`src/mds_cfg.svh`:
```
// Offsets, field positions, reset values and timing figures of the motor drive supervisor.
`ifndef MDS_CFG_SVH
`define MDS_CFG_SVH
// ****************************************************************
// Register byte offsets on the APB slave.
// ****************************************************************
`define MDS_OFF_CTRL 8'h00
`define MDS_OFF_STATUS 8'h04
`define MDS_OFF_PERIOD 8'h08
`define MDS_OFF_DUTY_U 8'h0c
`define MDS_OFF_DUTY_V 8'h10
`define MDS_OFF_DUTY_W 8'h14
`define MDS_OFF_ENC_CNT 8'h18
`define MDS_OFF_ENC_CAP 8'h1c
`define MDS_OFF_FREE_TMR 8'h20
`define MDS_OFF_ADC_IU 8'h24
`define MDS_OFF_ADC_IW 8'h28
`define MDS_OFF_ADC_VDC 8'h2c
`define MDS_OFF_ADC_CMD 8'h30
`define MDS_OFF_IRQ_STAT 8'h34
`define MDS_OFF_IRQ_CLR 8'h38
`define MDS_OFF_IRQ_EN 8'h3c
// ****************************************************************
// Field positions.
// ****************************************************************
`define MDS_CTRL_SRC 0
`define MDS_CTRL_RUN 1
`define MDS_CTRL_POS 2
`define MDS_ST_RUN 0
`define MDS_ST_FAULT 1
`define MDS_ST_HALL 2
`define MDS_IRQ_TICK 0
`define MDS_IRQ_HALL 1
`define MDS_IRQ_FAULT 4
`define MDS_IRQ_ADC 5
`define MDS_IRQ_W 6
// ****************************************************************
// Reset values and timing.
// ****************************************************************
`define MDS_PERIOD_RST 16'h09c4
`define MDS_CLK_MHZ 100
`define MDS_DEAD_NS 2000
`define MDS_TICK_US 500
`define MDS_ADC_NCH 4
// Idle levels of the synchronised pins: run switch released, overcurrent pin high.
`define MDS_PIN_RST 8'h05
`endif

```
`src/mds_pkg.sv`:
```
// Types shared by the motor drive supervisor modules.
package mds_pkg;
  // ****************************************************************
  // Converter scan sequencer states and sample type.
  // ****************************************************************
  typedef enum logic [1:0] {MDS_ADC_IDLE, MDS_ADC_HOLD, MDS_ADC_CONV, MDS_ADC_WAIT} mds_adc_state_t;
  typedef logic [11:0] mds_sample_t;
endpackage : mds_pkg

```
`src/mds_enc_if.sv`:
```
// Interface between the supervisor top and its quadrature counter.
`timescale 1ns/1ps
interface mds_enc_if;
  logic capture; // One-cycle request to latch the count.
  logic [15:0] count; // Live position count.
  logic [15:0] cap; // Latched position count.
  modport top (output capture, input count, input cap);
  modport enc (input capture, output count, output cap);
endinterface : mds_enc_if

```
`src/mds_supervisor.sv`:
```
// Motor drive supervisor: gates, protection, timers, scan sequencer, APB registers.
// Overview of operation
// - Run indicator lit while motor runs.
// - Fault indicator lit while error latched.
// - Position indicator lit when positioning completed.
// - Toggle switch is the start/stop command.
// - Switch low runs; software may command instead.
// - Fault clear switch returns to normal.
// - Complementary gates with dead time, polarities fixed.
// - Quadrature phase order steps count up/down.
// - Overcurrent falling edge floats all gates.
// - Short circuit also floats all gates.
// - Interval tick every 500 microseconds.
// - Free-running timer for speed measurement.
// - Hardware-triggered single scan of four channels.
// - Both phase currents sampled at once.
// - Hall edges raise events.
//
// Chosen here: the APB register port and the address map.
`timescale 1ns/1ps
`include "mds_cfg.svh"
module mds_supervisor #(
  parameter int TICK_CYC = `MDS_TICK_US * `MDS_CLK_MHZ,
  parameter int DEAD_CYC = (`MDS_DEAD_NS * `MDS_CLK_MHZ + 999) / 1000
) (
  input wire logic clk,
  input wire logic rst,
  input wire logic psel,
  input wire logic penable,
  input wire logic pwrite,
  input wire logic [7:0] paddr,
  input wire logic [31:0] pwdata,
  output logic [31:0] prdata,
  output logic pready,
  output logic pslverr,
  input wire logic run_toggle_switch,
  input wire logic fault_clear_switch,
  input wire logic overcurrent_stop_n,
  input wire logic short_detect,
  input wire logic quad_in_a,
  input wire logic quad_in_b,
  input wire logic hall_u_event,
  input wire logic hall_v_event,
  input wire logic hall_w_event,
  input wire logic adc_done,
  input wire logic [11:0] adc_data,
  output logic adc_start,
  output logic [1:0] adc_chan,
  output logic sample_hold,
  output logic gate_u_high,
  output logic gate_v_high,
  output logic gate_w_high,
  output logic gate_u_low,
  output logic gate_v_low,
  output logic gate_w_low,
  output logic gate_oe,
  output logic run_indicator,
  output logic fault_indicator,
  output logic position_done_indicator,
  output logic irq
);
  // ****************************************************************
  // Input synchronisers.
  // ****************************************************************
  // Bit order: 0 run switch, 1 clear switch, 2 overcurrent_n, 3 short, 4..6 hall, 7 done.
  logic [7:0] pin_s1_q; // First stage, read only by the second stage.
  logic [7:0] pin_q; // Synchronised pins.
  logic [7:0] pin_prev_q; // Previous synchronised value, for edges.
  logic [11:0] data_s1_q; // First stage of converter data.
  logic [11:0] data_q; // Converter data, stable by the time done rises.

  // Pins are plain registers here, so no next-value logic is needed.
  always_ff @(posedge clk) begin
    if (rst) begin
      pin_s1_q <= `MDS_PIN_RST;
      pin_q <= `MDS_PIN_RST;
      pin_prev_q <= `MDS_PIN_RST;
      data_s1_q <= 12'h000;
      data_q <= 12'h000;
    end else begin
      pin_s1_q <= {adc_done, hall_w_event, hall_v_event, hall_u_event, short_detect,
                   overcurrent_stop_n, fault_clear_switch, run_toggle_switch};
      pin_q <= pin_s1_q;
      pin_prev_q <= pin_q;
      data_s1_q <= adc_data;
      data_q <= data_s1_q;
    end
  end

  logic oc_fall; // Overcurrent pin fell.
  logic clr_rise; // Fault clear switch pressed.
  logic [2:0] hall_edge; // Either edge on a hall input.
  logic done_rise; // Converter finished a channel.
  assign oc_fall = pin_prev_q[2] & ~pin_q[2];
  assign clr_rise = pin_q[1] & ~pin_prev_q[1];
  assign hall_edge = pin_q[6:4] ^ pin_prev_q[6:4];
  assign done_rise = pin_q[7] & ~pin_prev_q[7];

  // ****************************************************************
  // Register file over APB.
  // ****************************************************************
  logic [2:0] ctrl_q, ctrl_d; // Source select, software run, position done.
  logic [15:0] period_q, period_d; // Half carrier period in cycles.
  logic [15:0] duty_q [3], duty_d [3]; // Per-phase compare values.
  logic [`MDS_IRQ_W-1:0] ien_q, ien_d; // Interrupt enables.
  logic [`MDS_IRQ_W-1:0] ist_q, ist_d; // Sticky interrupt status.
  logic [`MDS_IRQ_W-1:0] ev; // Events of this cycle.
  logic [31:0] rd_q, rd_d;
  logic rdy_q, rdy_d, err_q, err_d;
  logic [31:0] free_q; // Free-running timer.
  logic [15:0] enc_cnt, enc_cap;
  mds_pkg::mds_sample_t res_q [4];
  logic running_q, fault_q;
  logic wr_en; // Write lands at the edge where pready is sampled high.
  logic hit; // Address decodes to a register.

  assign wr_en = psel & penable & rdy_q & pwrite;

  // Decode, write effects and read mux; a read has no side effect.
  always_comb begin
    ctrl_d = ctrl_q;
    period_d = period_q;
    duty_d = duty_q;
    ien_d = ien_q;
    hit = 1'b1;
    rd_d = 32'h0000_0000;
    unique case (paddr)
      `MDS_OFF_CTRL: rd_d = {29'h0, ctrl_q};
      `MDS_OFF_STATUS: rd_d = {27'h0, pin_q[6:4], fault_q, running_q};
      `MDS_OFF_PERIOD: rd_d = {16'h0, period_q};
      `MDS_OFF_DUTY_U: rd_d = {16'h0, duty_q[0]};
      `MDS_OFF_DUTY_V: rd_d = {16'h0, duty_q[1]};
      `MDS_OFF_DUTY_W: rd_d = {16'h0, duty_q[2]};
      `MDS_OFF_ENC_CNT: rd_d = {16'h0, enc_cnt};
      `MDS_OFF_ENC_CAP: rd_d = {16'h0, enc_cap};
      `MDS_OFF_FREE_TMR: rd_d = free_q;
      `MDS_OFF_ADC_IU: rd_d = {20'h0, res_q[0]};
      `MDS_OFF_ADC_IW: rd_d = {20'h0, res_q[1]};
      `MDS_OFF_ADC_VDC: rd_d = {20'h0, res_q[2]};
      `MDS_OFF_ADC_CMD: rd_d = {20'h0, res_q[3]};
      `MDS_OFF_IRQ_STAT: rd_d = {26'h0, ist_q};
      `MDS_OFF_IRQ_CLR: rd_d = 32'h0000_0000;
      `MDS_OFF_IRQ_EN: rd_d = {26'h0, ien_q};
      default: hit = 1'b0;
    endcase
    if (wr_en) begin
      unique case (paddr)
        `MDS_OFF_CTRL: ctrl_d = pwdata[2:0];
        `MDS_OFF_PERIOD: period_d = pwdata[15:0];
        `MDS_OFF_DUTY_U: duty_d[0] = pwdata[15:0];
        `MDS_OFF_DUTY_V: duty_d[1] = pwdata[15:0];
        `MDS_OFF_DUTY_W: duty_d[2] = pwdata[15:0];
        `MDS_OFF_IRQ_EN: ien_d = pwdata[`MDS_IRQ_W-1:0];
        default: ien_d = ien_q;
      endcase
    end
    // Set wins over a clear written in the same cycle, so no event is lost.
    ist_d = ist_q & ~((wr_en && paddr == `MDS_OFF_IRQ_CLR) ? pwdata[`MDS_IRQ_W-1:0] :
                      {`MDS_IRQ_W{1'b0}});
    ist_d = ist_d | ev;
    // Answer one cycle into the access phase; an unmapped address errors.
    rdy_d = psel & penable & ~rdy_q;
    err_d = rdy_d & ~hit;
  end

  // Register the bus group.
  always_ff @(posedge clk) begin
    if (rst) begin
      ctrl_q <= 3'h0;
      period_q <= `MDS_PERIOD_RST;
      duty_q <= '{16'h0000, 16'h0000, 16'h0000};
      ien_q <= {`MDS_IRQ_W{1'b0}};
      ist_q <= {`MDS_IRQ_W{1'b0}};
      rd_q <= 32'h0000_0000;
      rdy_q <= 1'b0;
      err_q <= 1'b0;
    end else begin
      ctrl_q <= ctrl_d;
      period_q <= period_d;
      duty_q <= duty_d;
      ien_q <= ien_d;
      ist_q <= ist_d;
      rd_q <= rdy_d ? rd_d : rd_q;
      rdy_q <= rdy_d;
      err_q <= err_d;
    end
  end

  // ****************************************************************
  // Run, fault and indicator state.
  // ****************************************************************
  logic run_req, fault_cause, fault_d, running_d;
  logic tick_q, tick_d;
  logic [31:0] tick_cnt_q, tick_cnt_d;

  // Software source replaces the switch only when selected.
  assign run_req = ctrl_q[`MDS_CTRL_SRC] ? ctrl_q[`MDS_CTRL_RUN] : ~pin_q[0];
  assign fault_cause = ~pin_q[2] | pin_q[3];

  // A clear only takes while the cause is gone; a new fault edge still wins.
  always_comb begin
    fault_d = fault_q;
    if (clr_rise && !fault_cause) begin
      fault_d = 1'b0;
    end
    if (oc_fall || pin_q[3]) begin
      fault_d = 1'b1;
    end
    running_d = run_req & ~fault_d;
    tick_d = 1'b0;
    tick_cnt_d = tick_cnt_q + 32'h1;
    if (tick_cnt_q == 32'(TICK_CYC - 1)) begin
      tick_cnt_d = 32'h0;
      tick_d = 1'b1;
    end
    ev = {`MDS_IRQ_W{1'b0}};
    ev[`MDS_IRQ_TICK] = tick_q;
    ev[`MDS_IRQ_HALL +: 3] = hall_edge;
    ev[`MDS_IRQ_FAULT] = fault_d & ~fault_q;
    ev[`MDS_IRQ_ADC] = scan_end;
  end

  // Register run and fault state, timers and the visible indicators.
  always_ff @(posedge clk) begin
    if (rst) begin
      fault_q <= 1'b0;
      running_q <= 1'b0;
      tick_q <= 1'b0;
      tick_cnt_q <= 32'h0;
      free_q <= 32'h0;
      run_indicator <= 1'b0;
      fault_indicator <= 1'b0;
      position_done_indicator <= 1'b0;
      irq <= 1'b0;
    end else begin
      fault_q <= fault_d;
      running_q <= running_d;
      tick_q <= tick_d;
      tick_cnt_q <= tick_cnt_d;
      free_q <= free_q + 32'h1;
      run_indicator <= running_q;
      fault_indicator <= fault_q;
      position_done_indicator <= ctrl_q[`MDS_CTRL_POS];
      irq <= |(ist_q & ien_q);
    end
  end

  // ****************************************************************
  // Carrier and dead-time gate generation.
  // ****************************************************************
  logic [15:0] car_q, car_d;
  logic up_q, up_d;
  logic peak; // Carrier top, the scan trigger.
  logic [2:0] hi_d, lo_d, hi_q, lo_q;
  logic oe_q;

  assign peak = up_q && car_q >= period_q;

  // Triangle carrier counting up to the period and back down.
  always_comb begin
    car_d = up_q ? car_q + 16'h1 : car_q - 16'h1;
    up_d = up_q;
    if (peak) begin
      up_d = 1'b0;
      car_d = car_q - 16'h1;
    end else if (!up_q && car_q == 16'h0) begin
      up_d = 1'b1;
      car_d = 16'h1;
    end
  end

  always_ff @(posedge clk) begin
    if (rst) begin
      car_q <= 16'h0;
      up_q <= 1'b1;
    end else begin
      car_q <= car_d;
      up_q <= up_d;
    end
  end

  // Each phase holds both sides off while the wanted state differs from the applied one.
  for (genvar p = 0; p < 3; p++) begin : g_phase
    logic ph_q, ph_d, want;
    logic [15:0] dt_q, dt_d;
    assign want = duty_q[p] > car_q;
    always_comb begin
      ph_d = ph_q;
      dt_d = 16'h0;
      if (want != ph_q) begin
        dt_d = dt_q + 16'h1;
        if (dt_q == 16'(DEAD_CYC - 1)) begin
          ph_d = want;
          dt_d = 16'h0;
        end
      end
      hi_d[p] = running_q && want == ph_q && ph_q;
      lo_d[p] = running_q && want == ph_q && !ph_q;
    end
    always_ff @(posedge clk) begin
      if (rst) begin
        ph_q <= 1'b0;
        dt_q <= 16'h0;
      end else begin
        ph_q <= ph_d;
        dt_q <= dt_d;
      end
    end
  end

  // Upper gates active low, lower gates active high; a fault floats all.
  always_ff @(posedge clk) begin
    if (rst) begin
      hi_q <= 3'h7;
      lo_q <= 3'h0;
      oe_q <= 1'b0;
    end else begin
      hi_q <= ~hi_d;
      lo_q <= lo_d;
      oe_q <= ~fault_q;
    end
  end
  assign gate_u_high = hi_q[0];
  assign gate_v_high = hi_q[1];
  assign gate_w_high = hi_q[2];
  assign gate_u_low = lo_q[0];
  assign gate_v_low = lo_q[1];
  assign gate_w_low = lo_q[2];
  assign gate_oe = oe_q;

  // ****************************************************************
  // Encoder counter and converter scan.
  // ****************************************************************
  mds_enc_if enc_if ();
  assign enc_if.capture = tick_q;
  assign enc_cnt = enc_if.count;
  assign enc_cap = enc_if.cap;
  mds_quad_counter u_enc (
    .clk(clk),
    .rst(rst),
    .quad_in_a(quad_in_a),
    .quad_in_b(quad_in_b),
    .enc(enc_if.enc)
  );

  mds_pkg::mds_adc_state_t st_q, st_d;
  logic [1:0] ch_q, ch_d;
  logic sh_d, start_d, scan_end;
  mds_pkg::mds_sample_t res_d [4];

  // A carrier peak holds both currents together, then converts channels in turn.
  always_comb begin
    st_d = st_q;
    ch_d = ch_q;
    sh_d = 1'b0;
    start_d = 1'b0;
    res_d = res_q;
    scan_end = 1'b0;
    unique case (st_q)
      mds_pkg::MDS_ADC_IDLE: begin
        if (peak) begin
          st_d = mds_pkg::MDS_ADC_HOLD;
          sh_d = 1'b1;
        end
      end
      mds_pkg::MDS_ADC_HOLD: begin
        st_d = mds_pkg::MDS_ADC_CONV;
        ch_d = 2'h0;
      end
      mds_pkg::MDS_ADC_CONV: begin
        start_d = 1'b1;
        st_d = mds_pkg::MDS_ADC_WAIT;
      end
      mds_pkg::MDS_ADC_WAIT: begin
        if (done_rise) begin
          res_d[ch_q] = data_q;
          ch_d = ch_q + 2'h1;
          st_d = mds_pkg::MDS_ADC_CONV;
          if (ch_q == 2'(`MDS_ADC_NCH - 1)) begin
            st_d = mds_pkg::MDS_ADC_IDLE;
            scan_end = 1'b1;
          end
        end
      end
    endcase
  end

  always_ff @(posedge clk) begin
    if (rst) begin
      st_q <= mds_pkg::MDS_ADC_IDLE;
      ch_q <= 2'h0;
      res_q <= '{12'h000, 12'h000, 12'h000, 12'h000};
      sample_hold <= 1'b0;
      adc_start <= 1'b0;
      adc_chan <= 2'h0;
    end else begin
      st_q <= st_d;
      ch_q <= ch_d;
      res_q <= res_d;
      sample_hold <= sh_d;
      adc_start <= start_d;
      adc_chan <= ch_d;
    end
  end

  assign prdata = rd_q;
  assign pready = rdy_q;
  assign pslverr = err_q;
endmodule : mds_supervisor

```
`src/mds_quad_counter.sv`:
```
// Quadrature encoder position counter with capture register.
`timescale 1ns/1ps
module mds_quad_counter (
  input wire logic clk,
  input wire logic rst,
  input wire logic quad_in_a,
  input wire logic quad_in_b,
  mds_enc_if.enc enc
);
  // ****************************************************************
  // Pin synchronisers and count state.
  // ****************************************************************
  logic [1:0] s1_q; // First stage, read only by the second stage.
  logic [1:0] s2_q; // Synchronised A and B.
  logic [1:0] prev_q; // A and B one cycle earlier.
  logic [15:0] cnt_q, cnt_d;
  logic [15:0] cap_q, cap_d;

  // Four-edge decode: a move forward when the new A equals the old B.
  always_comb begin
    cnt_d = cnt_q;
    cap_d = enc.capture ? cnt_q : cap_q;
    if ((s2_q ^ prev_q) == 2'h1 || (s2_q ^ prev_q) == 2'h2) begin
      if (s2_q[0] ^ prev_q[1]) begin
        cnt_d = cnt_q - 16'h0001;
      end else begin
        cnt_d = cnt_q + 16'h0001;
      end
    end
  end

  // Registers only; a double step (both pins changed) is dropped as noise.
  always_ff @(posedge clk) begin
    if (rst) begin
      s1_q <= 2'h0;
      s2_q <= 2'h0;
      prev_q <= 2'h0;
      cnt_q <= 16'h0000;
      cap_q <= 16'h0000;
    end else begin
      s1_q <= {quad_in_b, quad_in_a};
      s2_q <= s1_q;
      prev_q <= s2_q;
      cnt_q <= cnt_d;
      cap_q <= cap_d;
    end
  end

  assign enc.count = cnt_q;
  assign enc.cap = cap_q;
endmodule : mds_quad_counter

```
`config.mk`:
```
export PLATFORM = sky130hd
export DESIGN_NAME = mds_supervisor
export DESIGN_NICKNAME = d
export VERILOG_FILES = /design/src/mds_pkg.sv /design/src/mds_enc_if.sv /design/src/mds_supervisor.sv /design/src/mds_quad_counter.sv
export VERILOG_INCLUDE_DIRS = /design/src
export SDC_FILE = /design/constraint.sdc
export NUM_CORES = 1
export LEC_CHECK = 0
export BUFFER_PORTS_ARGS = -buffer_cell sky130_fd_sc_hd__buf_4
export CORE_UTILIZATION = 52
export DETAILED_ROUTE_END_ITERATION = 7
export GPL_TIMING_DRIVEN = 0
export PLACE_DENSITY_LB_ADDON = 0.1
export SLEW_MARGIN = 20
export SYNTH_ARGS = -nofsm -noshare
export SYNTH_HDL_FRONTEND = slang
export SYNTH_SLANG_ARGS = --single-unit
export TNS_END_PERCENT = 50
```
`constraint.sdc`:
```
create_clock -name clk -period 7.4 [get_ports clk]
set_input_delay 1.48 -clock clk [delete_from_list [all_inputs] [get_ports clk]]
set_output_delay 1.48 -clock clk [all_outputs]
set_load 0.05 [all_outputs]
```
==> results of run 1 <==
## cells in the final DEF (no fill, tap or decap), drive strengths merged, types with 15 or more instances in the layout
master,netlist,final
o22ai,16,16
o211ai,20,20
buf,21,116
nor3,49,49
clkbuf,101,161
xor2,57,57
xnor2,64,64
or3,27,27
nand3,84,84
nand2,364,364
mux2i,48,48
nor4,26,26
a21o,27,27
mux2,15,15
ha,90,90
a21oi,239,239
nand4,44,44
nor2,166,166
dfxtp,397,397
nor2b,60,60
o21ai,53,53
inv,56,57
a22oi,36,36
and3,21,21
## sequential cells by signal, summed over array words and instances, names as in the netlist, 3 cells and up
| name | count |
|---|---|
| duty_q | 48 |
| g_phase.dt_q | 48 |
| res_q | 48 |
| free_q | 32 |
| prdata | 32 |
| tick_cnt_q | 32 |
| car_q | 16 |
| period_q | 16 |
| u_enc.enc.cap | 16 |
| u_enc.enc.count | 16 |
| data_q | 12 |
| data_s1_q | 12 |
| pin_q | 8 |
| pin_s1_q | 8 |
| ien_q | 6 |
| ist_q | 6 |
| pin_prev_q | 6 |
| ctrl_q | 3 |
| g_phase.ph_q | 3 |
| hi_q | 3 |
| lo_q | 3 |
## metal layers
metal | up-vias | track usage [%]
met5 | - | 0
met4 | 2 | 13.5
met3 | 125 | 4.99
met2 | 703 | 51.3
met1 | 8178 | 45.1
li1 | 8183 | -
## path summary, 6_finish.rpt
kind                             startpoint            endpoint  slack (ps)  depth (start not counted)
worst min-delay path            pin_s1_q[0]            pin_q[0]         410                          1
worst max-delay path                    rst        period_q[13]        3350                          6
worst max register to register    car_q[11]  g_phase[2].dt_q[7]        3850                         10
worst min register to register  pin_s1_q[0]            pin_q[0]         410                          1
## kinds of logic (layout without fill, tap and decap cells)
kind of cell / Yosys count / count (layout) / synth area share [%]
AOI/OAI and AO/OA: 479 / 479 / 15.5
buffers and inverters: 178 / 350 / 3.68
other: 0 / 2 / 0
and+or+nand+nor: 904 / 904 / 22.9
muxes: 66 / 66 / 3.82
DFF: 397 / 397 / 42.3
xor gates and xnor gates: 121 / 121 / 5.68
adders and majority gates: 91 / 91 / 6.10
## where the power goes
group	switching [mW]	total, mW	internal (mW)
clock	0.886	2.35	1.46
combinational	0.465	0.720	0.255
sequential	0.0637	2.25	2.19
total	1.41	5.32	3.91
## per-stage QoR
stage	hold slack [ps]	util [%]
after detailed placement	398	56.5
after floorplan	389	-
after CTS	413	60.9
after global routing	428	61.0
after global placement	395	56.4
final	408	61.0
## worst register-to-register path: cells and delay by family (launching register included)
kind,cells,cell delay (ps)
simple gates,1,200
buf+inv,3,970
compound gates,5,1550
flops,1,340
fa+ha+maj,1,360
## cell type report
| type | count | share of cell area, % |
|---|---|---|
| inverter | 56 | 0.970 |
| tap | 461 | 2.66 |
| timing repair buffer | 95 | 3.29 |
| clock inverter | 17 | 1.27 |
| antenna | 2 | 0.0231 |
| sequential | 397 | 36.7 |
| buffer | 122 | 2.22 |
| multi-input combinational | 1661 | 46.9 |
| clock buffer | 60 | 5.97 |
==> run metrics, run 1 <==
port buffer count=94; register clock-pin slew on the reported worst setup and hold paths=roughly 60 ps; DR vias/cell=5.99; maximum vdd drop=0.237 mV; ranking of synthesized cells by instance count=sky130_fd_sc_hd__dfxtp_1, sky130_fd_sc_hd__nand2_1, sky130_fd_sc_hd__a21oi_1; post-route design area=21700 sq um; worst min path class=reg2reg; data arrival time of the critical path=roughly 4500 ps; number of H-tree levels=2; total area of sequential cells=roughly 8000 sq um; Pre-Repair DR Iteration Count=6; count of buffer and inverter cells on the critical path=5; Post-Place Cells=2792; Routed met2 length=26700 um; leakage power=roughly 7.9 nW; final-report setup violation count=0; clock tree from TritonCTS=yes; routed length on met3=between 4000 and 5000 um; Initial Util=about 53%; area occupied by multi-input gates=~10000 sq um; number of buffers on the longest clock path=3; number of DRC markers after the initial detailed-route iteration=1488; Setup crit end kind=flop; Layout Cells excl Fill=between 2000 and 3000; number of antenna violations at the first check in global routing=3; Total Negative Setup Slacks=0 ps; pin slew with the least headroom to its limit=~1100 ps; Root Driver=sky130_fd_sc_hd__clkbuf_16; synthesized area=between 15000 and 20000 sq um; gpl congestion=approximately 0.98; run status=complete, no violations; critical setup path kind=in2reg; CP dominant cell by count=sky130_fd_sc_hd__clkbuf_1; highest metal used=met5; Tmin final=4050 ps; vertical extent of the die=192 um; global-route wire length before repair=between 90000 and 100000 um; top-area cell type share of the netlist area=a little over two fifths; All-Layer GR Usage=32.8%; number of placement rows=69; post-placement setup slack=roughly 2800 ps; Die W=between 150 and 200 um; routed length per instance=between 20 and 25 um; number of I/O pins=around 120; Syn. warnings=0; Critical Path Max Stage Delay=just under 800 ps; most common flop cell mapped by yosys=sky130_fd_sc_hd__dfxtp_1; max-slew violations=0; number of instances in the synthesized netlist=2236; power consumption=approximately 5.3 mW; die area=~37000 sq um; insertion delay of the later-clocked pin in the worst-skew pair=580 ps; placed cell area=between 20000 and 25000 sq um; post-CTS repair timing setup buffer count=0; Post-Synthesis Mean Instance Area=8.40 sq um; cell with the largest stage delay on the worst path=sky130_fd_sc_hd__clkbuf_1; number of global-route vias before repair=roughly 16000; share of flip-flops with an asynchronous set or reset after synthesis=0%; least setup slack across all paths after layout=3350 ps; most frequent cell after synthesis=sky130_fd_sc_hd__dfxtp_1; share of post-route cells with drive strength above 1=9.39%; Worst path top cell family by delay=buffers and inverters; core box area=about 36000 sq um; largest net degree at the start of global routing=18; area growth from synthesis to layout=15.4%; Yosys reg bits=around 400; final hold violation count=0; required time at the worst-slack endpoint=slightly below 8000 ps; Achievable Freq=between 200 and 250 MHz; top post-synthesis cells by area=sky130_fd_sc_hd__dfxtp_1, sky130_fd_sc_hd__nand2_1, sky130_fd_sc_hd__a21oi_1; sum of routed wire length over all layers=60300 um; number of buffers added to fix hold violations after cts=0; normalized max-slew margin=a little over a quarter; Max FO, Critical Path=10; Num CTS Buffers=44; PwrDens=about 250 nW/um^2; setup repair after global routing missed its margin=false; DRC violations left=0; worst-case clock skew=between 10 and 15 ps; net count of the mapped netlist=around 2400; period utilisation layout=a little over half; area leader, netlist=sky130_fd_sc_hd__dfxtp_1; Critical Path, Cell by Cell=buf_4, clkbuf_1, clkbuf_1, clkbuf_1, clkbuf_1, a21oi_1; count of nets left with antenna violations after detail routing=0; final-stage net count=2535; distinct cell type count of the synthesized netlist=74; Max Cap Violations=0; half-perimeter wire length after placement=between 40000 and 50000 um; Clock Sinks=just under 400; WL met1=around 27000 um; cells resized by post-CTS repair=0; DR vias=17200; remaining global-route overflow=0; number of synthesized flops with an enable pin=0; count of fill cells added during filler insertion=approximately 3200; startpoint types=input port; fraction of the yosys area taken by sequential cells=a little over two fifths
Power figures use the tool's default switching activity.
==> run 2, diff against run 1 <==
- clock period: 7.4 -> 3.7 ns (I/O delays scaled with it)
==> run metrics, run 2 (synthesized netlist as in run 1, its figures left out) <==
run status=complete, no violations; post-placement setup slack=-163 ps; post-route design area=around 22000 sq um; half-perimeter wire length after placement=45600 um; port buffer count=94; gpl congestion=roughly 0.98; critical setup path kind=reg2reg; number of DRC markers after the initial detailed-route iteration=between 1500 and 2000; area growth from synthesis to layout=15.5%; Die W=192 um; final hold violation count=0; insertion delay of the later-clocked pin in the worst-skew pair=580 ps; core box area=~36000 sq um; Post-Place Cells=between 2000 and 3000; max-slew violations=0; number of buffers on the longest clock path=3; share of post-route cells with drive strength above 1=about a tenth; routed length per instance=approximately 21 um; source of the worst register-to-register timing path=car_q[11]; Tmin final=3450 ps; setup repair after global routing missed its margin=false; Max FO, Critical Path=10; Num CTS Buffers=between 40 and 50; remaining global-route overflow=0; first element of the critical path=car_q[11]; startpoint types=flop; Max Cap Violations=0; number of global-route vias before repair=approximately 16000; count of nets left with antenna violations after detail routing=0; least setup slack across all paths after layout=between 200 and 250 ps; Setup crit end kind=flop; DR vias/cell=around 6.0; Clock Sinks=397; global-route wire length before repair=91600 um; worst min path class=in2reg; worst slack on hold paths=between 300 and 400 ps; largest net degree at the start of global routing=18; Pre-Repair DR Iteration Count=6; number of I/O pins=between 100 and 150; slack of the worst reg-to-reg path=roughly 250 ps; Initial Util=roughly 53%; largest registers in the final layout=duty_q: 48 flops, g_phase.dt_q: 48 flops, res_q: 48 flops; worst-case clock skew=about 15 ps; die area=~37000 sq um; Layout Cells excl Fill=~2900; number of antenna violations at the first check in global routing=3; capture instance of the worst register-to-register path=g_phase[2].dt_q[7]; Register-to-Register Path Depth=11; data arrival time of the critical path=roughly 4000 ps; sum of routed wire length over all layers=60400 um; Achievable Freq=around 290 MHz; pin slew with the least headroom to its limit=~1100 ps; leakage power=slightly below 8 nW; number of buffers added to fix hold violations after cts=0; vertical extent of the die=roughly 190 um; register clock-pin slew on the reported worst setup and hold paths=~60 ps; period utilisation layout=just over 90%; final-report setup violation count=0; required time at the worst-slack endpoint=~4200 ps; clock tree from TritonCTS=yes; most used cells in the layout excluding fill and tap cells=sky130_fd_sc_hd__dfxtp_1, sky130_fd_sc_hd__nand2_1, sky130_fd_sc_hd__a21oi_1, sky130_fd_sc_hd__nor2_1, sky130_fd_sc_hd__clkbuf_1; worst setup path end=g_phase[2].dt_q[7]; power consumption=around 11 mW; number of placement rows=just under 70; All-Layer GR Usage=around a third; final-stage net count=roughly 2500; DR vias=17200; DRC violations left=0; most common cell after layout, fill and taps aside=sky130_fd_sc_hd__dfxtp_1; maximum vdd drop=0.474 mV; PwrDens=a little under 500 nW/um^2; Root Driver=sky130_fd_sc_hd__clkbuf_16; count of fill cells added during filler insertion=3200; normalized max-slew margin=roughly 25%; number of H-tree levels=2; placed cell area=roughly 20000 sq um
## run 2: worst max-delay path: stages, from the launching register on
cell	delay (ps)
sky130_fd_sc_hd__dfxtp_1	340
sky130_fd_sc_hd__clkbuf_1	330
sky130_fd_sc_hd__inv_1	230
sky130_fd_sc_hd__ha_1	360
sky130_fd_sc_hd__a21oi_1	150
sky130_fd_sc_hd__o21ai_0	110
sky130_fd_sc_hd__a221oi_1	610
sky130_fd_sc_hd__nor2_1	190
sky130_fd_sc_hd__or3_1	400
sky130_fd_sc_hd__clkbuf_1	190
sky130_fd_sc_hd__clkbuf_1	280
sky130_fd_sc_hd__a21oi_1	190
## run 2: routing by layer
layer / routed length [um] / global-route usage (%) / vias up
li1: - / - / 8175
met2: 26700 / 51.3 / 686
met3: 4620 / 4.99 / 118
met4: 2120 / 13.5 / 2
met5: 13 / 0 / -
met1: 27000 / 45.1 / 8208
## run 2: area by class of cell
type	instances	area, sq um	area share [%]
tap	461	577	2.66
sequential	397	7950	36.6
inverter	56	210	0.969
multi-input combinational	1661	10200	46.9
timing repair buffer	96	721	3.32
clock buffer	60	1290	5.97
buffer	122	480	2.22
clock inverter	17	275	1.27
antenna	2	5.00	0.0231
## run 2: how the worst min path moves through the flow
stage | depth (start not counted) | endpoint | startpoint
floorplan | 1 | pin_q[0] | pin_s1_q[0]
global placement | 1 | pin_q[0] | pin_s1_q[0]
global route | 2 | pin_s1_q[0] | run_toggle_switch
finish | 2 | pin_s1_q[2] | overcurrent_stop_n
CTS | 2 | pin_s1_q[2] | overcurrent_stop_n
detailed placement | 1 | pin_q[2] | pin_s1_q[2]
## run 2: power by group
part / internal [mW] / switching, mW
registers: 4.38 / 0.129
clock network: 2.93 / 1.78
logic: 0.514 / 0.935
total: 7.82 / 2.84
## run 2: what timing repair did
item,CTS,global route
setup buffers,0,1
setup endpoints to repair,0,10
gates resized for setup,0,0
## run 2: stage by stage
step	util, %	TNS, ps
6_report	61.0	0
3_3_place_gp	56.4	-1260
3_5_place_dp	56.5	-3990
4_1_cts	60.9	0
5_1_grt	61.0	0
2_1_floorplan	-	0
==> run 3, diff against run 2 <==
- SYNTH_HIERARCHICAL: unset -> 1
==> run metrics, run 3 <==
most frequent cell after synthesis=sky130_fd_sc_hd__dfxtp_1; share of synthesized area spent on multiplexers=under 10%; number of H-tree levels=2; Achievable Freq=about 290 MHz; Num CTS Buffers=between 40 and 50; post-placement setup slack=approximately 45 ps; share of flip-flops with an asynchronous set or reset after synthesis=0%; Max Cap Violations=0; period utilisation layout=just over 90%; adder-cell share of the synthesized area=6.15%; number of buffers on the longest clock path=3; insertion delay of the later-clocked pin in the worst-skew pair=580 ps; DR vias=~17000; number of synthesized flops with an enable pin=0; maximum vdd drop=a little under 0.5 mV; net count of the mapped netlist=2399; post-CTS repair timing setup buffer count=0; first element of the critical path=car_q[0]; instance count along the most critical hold path=2; final-stage net count=~2500; Clock Sinks=just under 400; worst-case clock skew=between 15 and 20 ps; power consumption=around 12 mW; simple-gate share of the synthesized area=between 20% and 30%; worst slack on hold paths=339 ps; clock tree from TritonCTS=yes; top post-synthesis cells by area=sky130_fd_sc_hd__dfxtp_1, sky130_fd_sc_hd__nand2_1, sky130_fd_sc_hd__ha_1; DR vias/cell=a little under 6; dominant combinational cell family by area after synthesis=simple AND/OR/NAND/NOR gates; register clock-pin slew on the reported worst setup and hold paths=approximately 60 ps; Yosys reg bits=approximately 400; least setup slack across all paths after layout=between 200 and 300 ps; number of global-route vias before repair=roughly 16000; run status=complete, but fails checks; core box area=between 30000 and 40000 sq um; Post-Synth XOR/XNOR Area=about 5.6%; PwrDens=548 nW/um^2; DRC violations left=9; Pre-Repair DR Iteration Count=8; source of the worst register-to-register timing path=car_q[0]; remaining global-route overflow=0; Finished Core Util=between 60% and 70%; sum of routed wire length over all layers=60800 um; ranking of synthesized cells by instance count=sky130_fd_sc_hd__dfxtp_1, sky130_fd_sc_hd__nand2_1, sky130_fd_sc_hd__a21oi_1; number of DRC markers after the initial detailed-route iteration=~1500; antenna diode instance count=0; number of placement rows=between 60 and 70; number of buffers added to fix hold violations after cts=0; pin slew with the least headroom to its limit=about 1200 ps; number of I/O pins=between 100 and 150; setup repair after global routing missed its margin=false; number of antenna violations at the first check in global routing=1; port buffer count=96; Register-to-Register Path Depth=9; most used cells in the layout excluding fill and tap cells=sky130_fd_sc_hd__dfxtp_1, sky130_fd_sc_hd__nand2_1, sky130_fd_sc_hd__a21oi_1, sky130_fd_sc_hd__nor2_1, sky130_fd_sc_hd__clkbuf_1; routed length per instance=roughly 21 um; top-area cell type share of the netlist area=a little over two fifths; count of nets left with antenna violations after detail routing=0; normalized max-slew margin=19.8%; data arrival time of the critical path=between 3000 and 4000 ps; Die W=192 um; leakage power=between 7 and 8 nW; required time at the worst-slack endpoint=between 4000 and 5000 ps; share of post-route cells with drive strength above 1=9.41%; critical setup path kind=reg2reg; gpl congestion=roughly 1.0; Setup crit end kind=flop; most common flop cell mapped by yosys=sky130_fd_sc_hd__dfxtp_1; most common cell after layout, fill and taps aside=sky130_fd_sc_hd__dfxtp_1; Initial Util=52.9%; final hold violation count=0; launch instance of the worst min-delay path=run_toggle_switch; half-perimeter wire length after placement=46300 um; worst min path class=in2reg; area growth from synthesis to layout=14.4%; die area=between 30000 and 40000 sq um; largest net degree at the start of global routing=19; Total Negative Setup Slacks=0 ps; vertical extent of the die=just under 200 um; synthesized area=between 15000 and 20000 sq um; area leader, netlist=sky130_fd_sc_hd__dfxtp_1; All-Layer GR Usage=32.8%; violated checks=DRC; Root Driver=sky130_fd_sc_hd__clkbuf_16; fraction of the yosys area taken by sequential cells=42.2%; distinct cell type count of the synthesized netlist=between 80 and 90; Max FO, Critical Path=10; final-report setup violation count=0; max-slew violations=0; number of instances in the synthesized netlist=between 2000 and 2500; Syn. warnings=6; startpoint types=flop; Tmin final=around 3400 ps; Post-Synthesis Mean Instance Area=8.41 sq um; global-route wire length before repair=91200 um; largest registers in the final layout=duty_q: 48 flops, g_phase.dt_q: 48 flops, res_q: 48 flops; share of the synthesized area in compound gates (AO/OA/AOI/OAI)=15.8%; cells resized by post-CTS repair=0
==> run 3: critical path, cell delays in order, from the launching register on <==
cell                       delay [ps]
sky130_fd_sc_hd__dfxtp_1          560
sky130_fd_sc_hd__inv_1            160
sky130_fd_sc_hd__ha_1             290
sky130_fd_sc_hd__nand2b_1         140
sky130_fd_sc_hd__a2111o_1         460
sky130_fd_sc_hd__a32oi_1          300
sky130_fd_sc_hd__nand3_1          430
sky130_fd_sc_hd__nand2_1          520
sky130_fd_sc_hd__nand2_1          250
sky130_fd_sc_hd__o22ai_1          180
==> run 3: area by class of cell <==
class,count,area [sq um]
timing repair buffer,96,721
buffer,112,459
fill,3212,14100
multi-input combinational,1673,10200
clock inverter,13,195
sequential,397,7950
inverter,58,218
clock buffer,63,1210
tap,461,577
==> run 3: power by group <==
part           total (mW)  switching, mW  internal, mW
clock network        4.35           1.79          2.56
registers            4.66          0.220          4.44
logic                2.82           1.78          1.04
==> run 3: cells by family after synthesis <==
logic type | Yosys count
flops | 397
fa+ha+maj | 92
xor+xnor | 121
mux | 68
simple gates | 914
buf+inv | 170
compound gates | 478
==> run 3: final timing paths <==
path / slack [ps] / to
worst max-delay path: 290 / car_q[7]
worst min-delay path: 340 / pin_s1_q[0]
worst max register to register: 290 / car_q[7]
worst min register to register: 410 / pin_q[0]
==> run 3: metal layers <==
layer  global-route usage, %  vias to the layer above  wire length (um)
met1                    44.1                     8084             26400
met2                    51.7                      673             26900
li1                        -                     8113                 -
met4                    12.2                        0              2410
met5                       0                        -                 0
met3                    6.62                      129              5060
==> run 3: stage by stage <==
step	cell area, sq um	std cells
floorplan	18800	2240
global placement	20100	2797
detailed placement	20200	2797
CTS	21600	2873
global route	21600	2873
finish	21600	2873
